## config.mk

```make
export PLATFORM = sky130hd
export DESIGN_NAME = two_wire_master
export DESIGN_NICKNAME = d
export VERILOG_FILES = /design/src/design/twm_pkg.sv /design/src/design/two_wire_master.sv /design/src/design/two_flop_sync.sv /design/src/design/phase_timer.sv
export SDC_FILE = /design/constraint.sdc
export NUM_CORES = 1
export LEC_CHECK = 0
export BUFFER_PORTS_ARGS = -buffer_cell sky130_fd_sc_hd__buf_2
export CAP_MARGIN = 5
export CELL_PAD_IN_SITES_DETAIL_PLACEMENT = 1
export CELL_PAD_IN_SITES_GLOBAL_PLACEMENT = 1
export CORE_UTILIZATION = 35
export CTS_CLUSTER_DIAMETER = 200
export CTS_CLUSTER_SIZE = 10
export DETAILED_ROUTE_END_ITERATION = 16
export GPL_TIMING_DRIVEN = 0
export PLACE_DENSITY_LB_ADDON = 0.1
export SYNTH_ARGS = -nofsm -noshare
export SYNTH_HDL_FRONTEND = slang
export SYNTH_HIERARCHICAL = 1
export SYNTH_SLANG_ARGS = --single-unit
```

## constraint.sdc

```tcl
create_clock -name clk_i -period 4.2 [get_ports clk_i]
set_clock_uncertainty 0.2 [all_clocks]
set_input_delay 0.21 -clock clk_i [delete_from_list [all_inputs] [get_ports clk_i]]
set_output_delay 0.21 -clock clk_i [all_outputs]
set_load 0.05 [all_outputs]
```

## src/design/twm_pkg.sv

```systemverilog
// Purpose: Shared types and constants of the two-wire master controller
// Assumes: One system clock, active-low asynchronous reset
// Notes: Phase lengths are (divider << prescale) + base cycles
`default_nettype none

package twm_pkg;

  // ==========================================================
  // Timing and bit positions
  localparam logic [15:0] PHASE_BASE = 16'h0004;
  localparam logic [3:0] ACK_BIT = 4'h8;
  localparam logic [3:0] LAST_DATA_BIT = 4'h7;
  localparam logic [3:0] FIRST_BIT = 4'h0;
  localparam logic [1:0] INTERNAL_ADDR_VALUE_NONE = 2'h0;
  localparam logic DIR_WRITE = 1'b0;
  localparam logic DIR_READ = 1'b1;

  // ==========================================================
  // Bus sequencer states
  typedef enum logic [9:0] {
    ST_IDLE      = 10'h001,
    ST_START     = 10'h002,
    ST_BIT_LOW   = 10'h004,
    ST_BIT_HIGH  = 10'h008,
    ST_HOLD      = 10'h010,
    ST_STOP_LOW  = 10'h020,
    ST_STOP_HIGH = 10'h040,
    ST_STOP_END  = 10'h080,
    ST_RS_LOW    = 10'h100,
    ST_RS_HIGH   = 10'h200
  } st_t;

  // Byte kinds on the wire
  typedef enum logic [3:0] {
    K_ADDR = 4'h1,
    K_INTERNAL_ADDR_VALUE = 4'h2,
    K_TX   = 4'h4,
    K_RX   = 4'h8
  } kind_t;

  // ==========================================================
  // Carriers
  typedef struct packed {
    logic [6:0] target_device_address;
    logic [1:0] internal_addr_size;
    logic [23:0] internal_addr_value;
    logic direction_read_bit;
    logic [2:0] clock_prescale_div;
    logic [7:0] clock_high_div;
    logic [7:0] clock_low_div;
  } cfg_t;

  typedef struct packed {
    logic start;
    logic stop;
    logic quick;
    logic thr_write;
    logic [7:0] thr_data;
    logic rhr_read;
    logic status_read;
  } cmd_t;

  typedef struct packed {
    logic nack;
    logic transfer_complete_flag;
    logic transmit_ready_flag;
    logic receive_ready_flag;
  } flags_t;

  localparam flags_t FLAGS_RST = 4'h4;

  typedef struct packed {
    st_t st;
    kind_t kind;
    logic armed;
    logic [3:0] bitcnt;
    logic [7:0] shift;
    logic [7:0] thr;
    logic thr_full;
    logic [1:0] iacnt;
    logic read_xfer;
    logic addr_rd;
    logic quick;
    logic stop_req;
    logic last;
    logic [7:0] rhr;
    flags_t flags;
    logic scl_drv;
    logic sda_drv;
    logic irq;
  } state_t;

endpackage

`default_nettype wire

```

## src/design/two_wire_master.sv

```systemverilog
// Purpose: Master side of a two-wire serial controller
// Assumes: Commands are one-cycle pulses on clk_i; lines pulled up outside
// Notes: Lines are open drain, only ever pulled low
// Operation
// Master starts each transfer, makes the serial clock and ends it.
// Software sets address, sizes and dividers, then enables master role.
// Holding write starts: start, 7-bit address, direction bit zero.
// Ninth pulse releases data, samples it; high sets not-acknowledge flag.
// Any status flag raises the interrupt when its enable bit is set.
// On acknowledge, held byte moves to shifter and transmit-ready sets.
// Transmit-ready is also the transmit DMA request.
// With no new byte, clock held low until write or stop.
// Stop only follows the stop command; code also stops after a not-acknowledge or a quick command.
// Start command sends start, 7-bit address, direction one, then acknowledge.
// Master acknowledges each received byte, not the last, then stops.
// Receive-ready sets on byte arrival, clears on holding register read.
// Software sets start with stop for one byte, else stop before last.
// Receive-ready is also the receive DMA request.
// Read with internal address writes it, repeated start, then receives.
// Internal address size selects zero to three bytes; zero sends none.
// Ten-bit slaves use size one, prefix 11110 and low byte in register.
// Upper internal address bytes stay usable with ten-bit addressing.
// Software drives DMA transmit ending: wait, stop, write last byte.
// Software sizes receive DMA as buffer minus two, reads last two.
// Quick command sends address with mode direction bit, then stops.
// Transfer-complete flag sets once the transfer has fully finished.
// Start is data falling while clock high; stop is data rising.
// Bytes are eight bits, most significant first, each then acknowledged.
// Clock low and high times come from divider fields.
// Both lines only pulled low, never driven high.
`timescale 1ns/1ps
`default_nettype none

module two_wire_master (
  // Clock and reset
  input wire logic clk_i,
  input wire logic resetn_i,
  // Configuration
  input wire twm_pkg::cfg_t cfg_i,
  input wire logic master_role_enable_i,
  input wire logic slave_role_disable_i,
  input wire twm_pkg::flags_t interrupt_enable_i,
  // Commands
  input wire twm_pkg::cmd_t cmd_i,
  // Status
  output twm_pkg::flags_t status_o,
  output logic [7:0] receive_holding_o,
  output logic irq_o,
  output logic dma_tx_req_o,
  output logic dma_rx_req_o,
  // Serial lines
  input wire logic serial_clock_line_i,
  output logic serial_clock_line_o,
  output logic serial_clock_line_oe_n_o,
  input wire logic serial_data_line_i,
  output logic serial_data_line_o,
  output logic serial_data_line_oe_n_o
);

  // ==========================================================
  // Helpers
  function automatic logic [15:0] phase_len(input logic [7:0] div,
                                            input logic [2:0] pre);
    phase_len = ({8'h00, div} << pre) + twm_pkg::PHASE_BASE;
  endfunction

  function automatic logic [7:0] internal_addr_value_byte(input logic [23:0] val,
                                           input logic [1:0] idx);
    internal_addr_value_byte = val[{idx - 2'h1, 3'h0} +: 8];
  endfunction

  function automatic logic bit_pull(input twm_pkg::state_t t);
    if (t.bitcnt == twm_pkg::ACK_BIT) begin
      bit_pull = (t.kind == twm_pkg::K_RX) && !t.last;
    end else begin
      bit_pull = (t.kind != twm_pkg::K_RX) && !t.shift[7];
    end
  endfunction

  // ==========================================================
  // Line synchronisers and phase timer
  logic [1:0] lines_s;
  logic scl_s;
  logic sda_s;
  logic tmr_load;
  logic [15:0] tmr_count;
  logic tmr_done;

  two_flop_sync u_sync (
    .clk_i(clk_i),
    .resetn_i(resetn_i),
    .async_i({serial_clock_line_i, serial_data_line_i}),
    .sync_o(lines_s)
  );

  assign scl_s = lines_s[1];
  assign sda_s = lines_s[0];

  phase_timer u_timer (
    .clk_i(clk_i),
    .resetn_i(resetn_i),
    .load_i(tmr_load),
    .count_i(tmr_count),
    .done_o(tmr_done)
  );

  // ==========================================================
  // Sequencer
  twm_pkg::state_t s_r;
  twm_pkg::state_t s_nxt;
  logic master_on;
  logic need_high;
  logic is_low;
  logic phase_end;
  logic [15:0] t_low;
  logic [15:0] t_high;

  assign master_on = master_role_enable_i && slave_role_disable_i;
  assign t_low = phase_len(cfg_i.clock_low_div, cfg_i.clock_prescale_div);
  assign t_high = phase_len(cfg_i.clock_high_div, cfg_i.clock_prescale_div);

  always_comb begin
    s_nxt = s_r;
    tmr_load = 1'b0;
    tmr_count = 16'h0000;
    phase_end = 1'b0;
    need_high = s_r.st inside {twm_pkg::ST_BIT_HIGH, twm_pkg::ST_STOP_HIGH,
                               twm_pkg::ST_RS_HIGH};
    is_low = s_r.st inside {twm_pkg::ST_BIT_LOW, twm_pkg::ST_STOP_LOW,
                            twm_pkg::ST_RS_LOW};
    if (cmd_i.stop) begin
      s_nxt.stop_req = 1'b1;
    end
    if (cmd_i.thr_write) begin
      s_nxt.thr = cmd_i.thr_data;
      s_nxt.thr_full = 1'b1;
      s_nxt.flags.transmit_ready_flag = 1'b0;
    end
    if (cmd_i.rhr_read) begin
      s_nxt.flags.receive_ready_flag = 1'b0;
    end
    if (cmd_i.status_read) begin
      s_nxt.flags.nack = 1'b0;
    end
    // Timed phases; high phases wait out slave clock stretching
    if (!(s_r.st inside {twm_pkg::ST_IDLE, twm_pkg::ST_HOLD})) begin
      if (!s_r.armed) begin
        if (!need_high || scl_s) begin
          tmr_load = 1'b1;
          tmr_count = is_low ? t_low : t_high;
          s_nxt.armed = 1'b1;
        end
      end else if (tmr_done) begin
        s_nxt.armed = 1'b0;
        phase_end = 1'b1;
      end
    end
    unique case (s_r.st)
      twm_pkg::ST_IDLE: begin
        s_nxt.stop_req = cmd_i.stop;
        if (master_on && (cmd_i.thr_write || cmd_i.start || cmd_i.quick)) begin
          s_nxt.st = twm_pkg::ST_START;
          s_nxt.armed = 1'b0;
          s_nxt.flags.transfer_complete_flag = 1'b0;
          s_nxt.kind = twm_pkg::K_ADDR;
          s_nxt.bitcnt = twm_pkg::FIRST_BIT;
          s_nxt.quick = cmd_i.quick;
          s_nxt.iacnt = cmd_i.quick ? twm_pkg::INTERNAL_ADDR_VALUE_NONE
                                    : cfg_i.internal_addr_size;
          s_nxt.read_xfer = cmd_i.start && !cmd_i.quick && cfg_i.direction_read_bit;
          s_nxt.addr_rd = s_nxt.read_xfer &&
                          (cfg_i.internal_addr_size == twm_pkg::INTERNAL_ADDR_VALUE_NONE);
          if (cmd_i.quick) begin
            s_nxt.shift = {cfg_i.target_device_address, cfg_i.direction_read_bit};
          end else begin
            s_nxt.shift = {cfg_i.target_device_address,
                           s_nxt.addr_rd ? twm_pkg::DIR_READ : twm_pkg::DIR_WRITE};
          end
        end
      end
      twm_pkg::ST_START: begin
        if (phase_end) begin
          s_nxt.st = twm_pkg::ST_BIT_LOW;
        end
      end
      twm_pkg::ST_BIT_LOW: begin
        if (phase_end) begin
          s_nxt.st = twm_pkg::ST_BIT_HIGH;
        end
      end
      twm_pkg::ST_BIT_HIGH: begin
        if (phase_end && s_r.bitcnt != twm_pkg::ACK_BIT) begin
          s_nxt.shift = {s_r.shift[6:0], sda_s};
          s_nxt.bitcnt = s_r.bitcnt + 4'h1;
          s_nxt.st = twm_pkg::ST_BIT_LOW;
          if (s_r.kind == twm_pkg::K_RX && s_r.bitcnt == twm_pkg::LAST_DATA_BIT) begin
            s_nxt.rhr = {s_r.shift[6:0], sda_s};
            s_nxt.flags.receive_ready_flag = 1'b1;
            s_nxt.last = s_r.stop_req;
          end
        end else if (phase_end) begin
          s_nxt.bitcnt = twm_pkg::FIRST_BIT;
          if (s_r.kind == twm_pkg::K_RX) begin
            s_nxt.st = s_r.last ? twm_pkg::ST_STOP_LOW : twm_pkg::ST_BIT_LOW;
          end else if (sda_s) begin
            s_nxt.flags.nack = 1'b1;
            s_nxt.st = twm_pkg::ST_STOP_LOW;
          end else if (s_r.quick) begin
            s_nxt.st = twm_pkg::ST_STOP_LOW;
          end else if (s_r.kind == twm_pkg::K_ADDR && s_r.addr_rd) begin
            s_nxt.kind = twm_pkg::K_RX;
            s_nxt.last = s_r.stop_req;
            s_nxt.st = twm_pkg::ST_BIT_LOW;
          end else if (s_r.iacnt != twm_pkg::INTERNAL_ADDR_VALUE_NONE) begin
            s_nxt.kind = twm_pkg::K_INTERNAL_ADDR_VALUE;
            s_nxt.shift = internal_addr_value_byte(cfg_i.internal_addr_value, s_r.iacnt);
            s_nxt.iacnt = s_r.iacnt - 2'h1;
            s_nxt.st = twm_pkg::ST_BIT_LOW;
          end else if (s_r.read_xfer) begin
            s_nxt.st = twm_pkg::ST_RS_LOW;
          end else if (s_r.thr_full) begin
            s_nxt.kind = twm_pkg::K_TX;
            s_nxt.shift = s_r.thr;
            s_nxt.thr_full = cmd_i.thr_write;
            s_nxt.flags.transmit_ready_flag = 1'b1;
            s_nxt.st = twm_pkg::ST_BIT_LOW;
          end else begin
            s_nxt.kind = twm_pkg::K_TX;
            s_nxt.flags.transmit_ready_flag = 1'b1;
            s_nxt.st = twm_pkg::ST_HOLD;
          end
        end
      end
      twm_pkg::ST_HOLD: begin
        if (s_r.thr_full) begin
          s_nxt.shift = s_r.thr;
          s_nxt.thr_full = cmd_i.thr_write;
          s_nxt.flags.transmit_ready_flag = 1'b1;
          s_nxt.armed = 1'b0;
          s_nxt.st = twm_pkg::ST_BIT_LOW;
        end else if (s_r.stop_req) begin
          s_nxt.armed = 1'b0;
          s_nxt.st = twm_pkg::ST_STOP_LOW;
        end
      end
      twm_pkg::ST_STOP_LOW: begin
        if (phase_end) begin
          s_nxt.st = twm_pkg::ST_STOP_HIGH;
        end
      end
      twm_pkg::ST_STOP_HIGH: begin
        if (phase_end) begin
          s_nxt.st = twm_pkg::ST_STOP_END;
        end
      end
      twm_pkg::ST_STOP_END: begin
        if (phase_end) begin
          s_nxt.st = twm_pkg::ST_IDLE;
          s_nxt.stop_req = cmd_i.stop;
          s_nxt.quick = 1'b0;
          s_nxt.flags.transfer_complete_flag = 1'b1;
        end
      end
      twm_pkg::ST_RS_LOW: begin
        if (phase_end) begin
          s_nxt.st = twm_pkg::ST_RS_HIGH;
        end
      end
      twm_pkg::ST_RS_HIGH: begin
        if (phase_end) begin
          s_nxt.st = twm_pkg::ST_START;
          s_nxt.kind = twm_pkg::K_ADDR;
          s_nxt.addr_rd = 1'b1;
          s_nxt.shift = {cfg_i.target_device_address, twm_pkg::DIR_READ};
        end
      end
      default: begin
        s_nxt.st = twm_pkg::ST_IDLE;
        s_nxt.armed = 1'b0;
      end
    endcase
    // Line pulls follow the next state
    s_nxt.scl_drv = s_nxt.st inside {twm_pkg::ST_BIT_LOW, twm_pkg::ST_HOLD,
                                     twm_pkg::ST_STOP_LOW, twm_pkg::ST_RS_LOW};
    unique case (s_nxt.st)
      twm_pkg::ST_START, twm_pkg::ST_STOP_LOW, twm_pkg::ST_STOP_HIGH: begin
        s_nxt.sda_drv = 1'b1;
      end
      twm_pkg::ST_BIT_LOW, twm_pkg::ST_BIT_HIGH: begin
        s_nxt.sda_drv = bit_pull(s_nxt);
      end
      default: begin
        s_nxt.sda_drv = 1'b0;
      end
    endcase
    // Data moves one cycle after the clock falls, so no false start or stop
    if (s_nxt.st inside {twm_pkg::ST_BIT_LOW, twm_pkg::ST_STOP_LOW} && s_nxt.st != s_r.st) begin
      s_nxt.sda_drv = s_r.sda_drv;
    end
    s_nxt.irq = |(s_nxt.flags & interrupt_enable_i);
  end

  always_ff @(posedge clk_i or negedge resetn_i) begin
    if (!resetn_i) begin
      s_r <= '0;
      s_r.st <= twm_pkg::ST_IDLE;
      s_r.kind <= twm_pkg::K_ADDR;
      s_r.flags <= twm_pkg::FLAGS_RST;
    end else begin
      s_r <= s_nxt;
    end
  end

  // ==========================================================
  // Outputs
  assign status_o = s_r.flags;
  assign receive_holding_o = s_r.rhr;
  assign irq_o = s_r.irq;
  assign dma_tx_req_o = s_r.flags.transmit_ready_flag;
  assign dma_rx_req_o = s_r.flags.receive_ready_flag;
  assign serial_clock_line_o = 1'b0;
  assign serial_data_line_o = 1'b0;
  assign serial_clock_line_oe_n_o = !s_r.scl_drv;
  assign serial_data_line_oe_n_o = !s_r.sda_drv;
endmodule // two_wire_master

`default_nettype wire

```

## src/design/two_flop_sync.sv

```systemverilog
// Purpose: Two-stage synchroniser for the bus line levels
// Assumes: Inputs are asynchronous to clk_i
// Notes: Lines idle high, so both stages reset high
`timescale 1ns/1ps
`default_nettype none

module two_flop_sync (
  // Clock and reset
  input wire logic clk_i,
  input wire logic resetn_i,
  // Lines
  input wire logic [1:0] async_i,
  output logic [1:0] sync_o
);

  typedef struct packed {
    logic [1:0] meta;
    logic [1:0] stable;
  } sync_t;

  sync_t s_r;
  sync_t s_nxt;

  always_comb begin
    s_nxt.meta = async_i;
    s_nxt.stable = s_r.meta;
  end

  always_ff @(posedge clk_i or negedge resetn_i) begin
    if (!resetn_i) begin
      s_r <= '1;
    end else begin
      s_r <= s_nxt;
    end
  end

  assign sync_o = s_r.stable;

endmodule // two_flop_sync

`default_nettype wire

```

## src/design/phase_timer.sv

```systemverilog
// Purpose: Down counter timing one half period of the serial clock
// Assumes: load_i is a one-cycle pulse with a count of at least one
// Notes: done_o is high once the count has run out
`timescale 1ns/1ps
`default_nettype none

module phase_timer (
  // Clock and reset
  input wire logic clk_i,
  input wire logic resetn_i,
  // Control
  input wire logic load_i,
  input wire logic [15:0] count_i,
  output logic done_o
);

  logic [15:0] cnt_r;
  logic [15:0] cnt_nxt;

  always_comb begin
    cnt_nxt = cnt_r;
    if (load_i) begin
      cnt_nxt = count_i;
    end else if (cnt_r != 16'h0000) begin
      cnt_nxt = cnt_r - 16'h0001;
    end
  end

  always_ff @(posedge clk_i or negedge resetn_i) begin
    if (!resetn_i) begin
      cnt_r <= 16'h0000;
    end else begin
      cnt_r <= cnt_nxt;
    end
  end

  assign done_o = (cnt_r == 16'h0000) && !load_i;

endmodule // phase_timer

`default_nettype wire

```

# Word level (Yosys, flattened, before mapping)
# Index checks and enable logic that the tools add are counted.
word_totals:
  regBits: 78
  latch_bits: 0
  ramBits: 0
  romBits: 0
  output_inout_bits: 19
  elab_cells: 234
  mem_count: 0
classes:
  n_addsub: 5
  mul: 0
  div_mod_pow: 0
  n_lt_le_gt_ge: 0
  eq_ne: 41
  shifts: 3
  mux: 113
  bitwise_logic: 1
  reduce_logical: 46
op_table:
  columns: ["operator", "count"]
  rows:
  - ["$mux 10", 13]
  - ["$pmux 10 s10", 1]
  - ["$mux 16", 6]
  - ["$mux 8", 9]
  - ["$mux 14", 4]
  - ["$mux 1", 47]
  - ["$add 16x3->16 const B", 2]
  - ["$pmux 8 s4", 1]
  - ["$shl 8x3->16", 2]
  - ["$mux 27", 1]
  - ["$mux 9", 3]
  - ["$mux 12", 2]
  - ["$shiftx 24x6->8", 1]
  - ["$eq 10x2->1 const B", 2]
  - ["$eq 10x3->1 const B", 2]
  - ["$eq 10x4->1 const B", 2]
  - ["$eq 10x5->1 const B", 2]
  - ["$eq 10x6->1 const B", 2]
  - ["$eq 10x7->1 const B", 2]
  - ["$eq 10x9->1 const B", 2]
  - ["$mux 4", 5]
  - ["$mux 3", 6]
  - ["$reduce_and 9->1", 2]
  - ["$logic_not 16->1", 1]
  - ["39 further kinds", 89]

# Depth between registers and ports, before layout
logic_depth:
  depth_word: 19
  ltp_mapped: 19

# Modules after synthesis
# Netlist, hierarchy kept.
by_module_without_submodules:
  columns: ["module", "instances", "cells_per_inst", "area_each_um2", "seq_area_each_um2"]
  rows:
  - ["two_wire_master", 1, 519, 4631.9, 1455.1]
  - ["phase_timer", 1, 107, 952.2, 400.4]
  - ["two_flop_sync", 1, 4, 105.1, 105.1]

# Worst setup path before layout
# Ideal clock, no wire load.
synth_path:
  path_type: "reg2reg"
  startpoint: "reg s_r[57] (netlist name)"
  endpoint: "reg s_r[1] (netlist name)"
  arrival_ps: 4271
  required_time_ps: 3918
  slack_ps: -353
  path_stages_with_launch: 19
  synth_period_minus_slack_ps: 4553
  cell_sequence: "dfrtp_1 > buf_6 > nor4_2 > buf_4 > nand4b_1 > a21oi_1 > or3_1 > clkbuf_1 > inv_1 > or4_4 > clkinv_4 > nand2_1 > a41oi_2 > o221ai_2 > a31oi_1 > a22oi_1 > or4_4 > or3_1 > a31oi_1"
synth_rtl:
  columns: ["item", "line_no", "rtl"]
  rows:
  - ["from (decl)", "two_wire_master.sv:109", "twm_pkg::state_t s_r;"]
  - ["from (signal assigned)", "two_wire_master.sv:310", "s_r <= s_nxt;"]

==> flow_summary_export.csv <==
group,metric,value,unit
logic_synthesis,yosys.cell_types.count,90,
logic_synthesis,async_reset_ff_share,100.0,%
cts,clock_latency,0.35,ns
timing,tightest_slew,0.9838,ns
hold_path,min_to,"s_r[20]",
logic_synthesis,synth_ff_type,"dfrtp_1",
cts,cts.path.max_buffers,2,
final_layout,final_cell_mix,"buf_2 (95), dfrtp_1 (69), nor2_1 (62), nand2_1 (56), buf_4 (42)",
timing,layout_setup_ws,-0.06954,ns
worst_setup_path,startpoint_type,"register",
timing,final_hold_viol_count,0,
power,p_leak,3.243,nW
route,vias,5569,
cts,htreeDepth,3,
placement,dp_hpwl,14.50,mm
power,p_per_area,445.2,mW/mm²
hold_path,hold_depth,3,
timing,holdWs,0.01071,ns
logic_synthesis,syn_inst,630,
logic_synthesis,synth_seq_cells,78,
worst_setup_path,cp-end-kind,"register",
hold_path,worstHoldStart,"cfg_i[44]",
cts,clk_pin_slew,0.06,ns
route,dr.pass1.iters,4,
worst_setup_path,worstReg2RegStart,"s_r[52]",
global_routing,antenna_found_initial,0,
global_routing,grt_start_max_net_pins,53,
floorplan,die_area,0.01677,mm²
worst_setup_path,worstReg2RegEnd,"s_r[1]",
floorplan,pin_count,96,
route,drt-vias-per-instance,5.552,
power,irDropWorstVdd,0.0002743,V
floorplan,row_count,46,
placement,place.gp.congestion,0.8797,
final_layout,fillers,1882,
worst_setup_path,cpPeakStageDelay,0.54,ns
logic_synthesis,netlist_area,0.005689,mm²
worst_setup_path,critical_path.max_fanout,5,
final_layout,syn2layout_area_growth,29.25,%
worst_setup_path,worstPathRequired,4.27,ns
floorplan,die_h,129.5,µm
worst_setup_path,crit_type,"register to register",
worst_setup_path,arrival,4.34,ns
logic_synthesis,yosys_warnings,6,
final_layout,nNetsFinal,864,
route,drtAntennaViolNets,0,
timing,slew_violations,0,
outcome,violations,"negative setup slack",
timing,min_period,4.270,ns
global_routing,grt_pass1_vias,5719,
route,routed_wl,19.60,mm
floorplan,initial_core_util,35.81,%
final_layout,finalCoreUtilization,46.29,%
global_routing,grt.total_usage,24.20,%
logic_synthesis,synth_edf_count,0,
worst_setup_path,worst_path_max_delay_cell,"or4_4",
logic_synthesis,syn_area_per_cell,9.030,µm²
global_routing,grt_overflow,0,
cts,cts_buffers,9,
placement,dp_cells,940,
route,post_drt_wl_per_cell,19.54,µm
worst_setup_path,r2r_cells,16,
floorplan,chipWidth,129.5,µm
final_layout,layout-drive-gt1-share,31.39,%
hold_path,hold_path_class,"input pin to register",
final_layout,final_cells,1003,
worst_setup_path,crit_chain,"nor4_4 > buf_6 > nand4b_1 > a21oi_2 > or3_4 > clkinvlp_4 > or4_4 > clkinv_8 > nand2_8 > a41oi_4 > o221ai_4 > a31oi_1 > a22oi_1 > or4_4 > or3_1 > a31oi_1",
timing,timing.final.crit_share,101.7,%
cts,ctsRootBufferMaster,"clkbuf_16",
timing,rsz0062_at_grt,"true",
route,first_iter_violations,278,
power,p_total,3.274,mW
timing,setup_viol,1,
worst_setup_path,r2r_slack,-0.07,ns
route,drc,0,
logic_synthesis,ys_seq_area_share,34.46,%
placement,port_buffers,91,
global_routing,grt_pass1_wl,30.86,mm
final_layout,final_common_cell,"buf_2",
final_layout,diodes,0,
outcome,outcome,"finished with violations",
floorplan,core,0.01589,mm²
timing,fmax,0.2342,GHz
flow_run,max_cap_violations,0,
cts,cts_tree,"built",
timing,slew_headroom,33.81,%
cts,cts_sinks,78,
[synth_stat cells (4+ instances only)]
| library cell | instances | share of area, % |
|---|---|---|
| nand2_1 | 59 | 3.9 |
| o311ai_0 | 4 | 0.62 |
| mux2_2 | 25 | 4.9 |
| dfrtp_1 | 71 | 31 |
| nor4_1 | 6 | 0.66 |
| a221oi_1 | 5 | 0.77 |
| dfstp_2 | 7 | 3.2 |
| a21oi_1 | 31 | 2.7 |
| nand3_1 | 19 | 1.7 |
| nor3b_1 | 5 | 0.66 |
| inv_1 | 23 | 1.5 |
| buf_2 | 6 | 0.53 |
| clkbuf_1 | 16 | 1.1 |
| nor2_1 | 65 | 4.3 |
| or3_1 | 6 | 0.66 |
| and3_1 | 5 | 0.55 |
| nor2b_1 | 7 | 0.77 |
| nor3_1 | 13 | 1.1 |
| nand4b_1 | 5 | 0.77 |
| o31ai_1 | 4 | 0.53 |
| xnor2_1 | 10 | 1.5 |
| and2_1 | 6 | 0.66 |
| a22oi_1 | 10 | 1.3 |
| a221o_1 | 4 | 0.70 |
| a211oi_1 | 10 | 1.3 |
| o211ai_1 | 4 | 0.53 |
| nand2b_1 | 6 | 0.66 |
| nand4_1 | 12 | 1.3 |
| buf_4 | 18 | 2.4 |
| xor2_1 | 8 | 1.2 |
| ha_1 | 5 | 1.1 |
| mux4_2 | 7 | 2.8 |
| mux2i_1 | 29 | 5.1 |
| o21ai_0 | 31 | 2.7 |
[what timing repair did]
action	4_1_cts	5_1_grt
endpoints found under the hold margin	90	0
hold buffers	23	0
setup endpoints to repair	23	9
gates resized for setup	20	15
pin swaps	15	6
setup buffers	16	11
cloned	0	0
[where the power goes]
| part | internal [mW] | switching (mW) | total (mW) |
|---|---|---|---|
| Combinational | 0.571 | 0.785 | 1.36 |
| Sequential | 0.903 | 0.147 | 1.05 |
| Clock | 0.537 | 0.330 | 0.867 |
| Total | 2.01 | 1.26 | 3.27 |
[through the flow]
step | TNS, ns | worst slack [ns] | area (µm²)
after floorplan | 0 | 0.01407 | 5747
after global placement | -9.145 | -0.9037 | 6472
after detailed placement | -9.233 | -0.9243 | 6502
after CTS | -0.1304 | -0.1304 | 7248
after global routing | -0.7774 | -0.2341 | 7353
final | -0.06954 | -0.06954 | 7353
[sequential cells by signal (all words and copies together) (netlist names)]
signal / flops
dma_tx_req_o: 1
u_sync/s_nxt: 2
u_sync/sync_o: 2
u_timer/cnt_r: 16
irq_o: 1
status_o: 2
s_r: 45
receive_holding_o: 8
dma_rx_req_o: 1
[final cells by class]
type / instances / area (µm²) / share of cell area, %
buffer: 42 / 254.0 / 3.454
clock buffer: 12 / 246.5 / 3.352
clock inverter: 4 / 72.57 / 0.9869
inverter: 24 / 106.4 / 1.446
multi-input combinational: 485 / 3507 / 47.69
sequential: 78 / 1963 / 26.70
tap: 216 / 270.3 / 3.675
timing repair buffer: 142 / 933.4 / 12.69
[worst max-delay path by stage]
| stage | from | end | slack (ns) | depth (start not counted) |
|---|---|---|---|---|
| after floorplan | s_r[57] | s_r[1] | 0.01 | 18 |
| after global placement | s_r[56] | s_r[36] | -0.90 | 17 |
| after detailed placement | s_r[56] | s_r[37] | -0.92 | 17 |
| after CTS | s_r[57] | s_r[1] | -0.13 | 18 |
| after global routing | s_r[57] | s_r[1] | -0.23 | 16 |
| final | s_r[52] | s_r[1] | -0.07 | 16 |
[critical path, delay by kind of cell, from the launching register on]
kind | cells | cell delay (ns)
buffers and inverters | 3 | 0.33
DFF | 1 | 0.48
AOI/OAI and AO/OA | 6 | 1.15
and+or+nand+nor | 7 | 2.03
[cell families (layout without fill, tap and decap cells)]
logic type                 count (synthesis)  in the layout  synth area share (%)
other                                      1              3               0.06591
adders and majority gates                  5              5                 1.100
DFF                                       78             78                 34.46
muxes                                     61             61                 12.82
xor gates and xnor gates                  18             18                 2.771
buffers and inverters                     69            224                 6.356
and+or+nand+nor                          249            249                 24.19
AOI/OAI and AO/OA                        149            149                 18.23
[metal layers]
| metal | track usage, % | vias to the layer above | wire [µm] |
|---|---|---|---|
| met5 | 0 | - | 0 |
| met4 | 9.166 | 0 | 455 |
| met3 | 3.014 | 36 | 607 |
| met2 | 43.11 | 133 | 10020 |
| met1 | 29.82 | 2773 | 8515 |
| li1 | - | 2627 | - |
No activity file was read; power rests on OpenSTA's default activity.
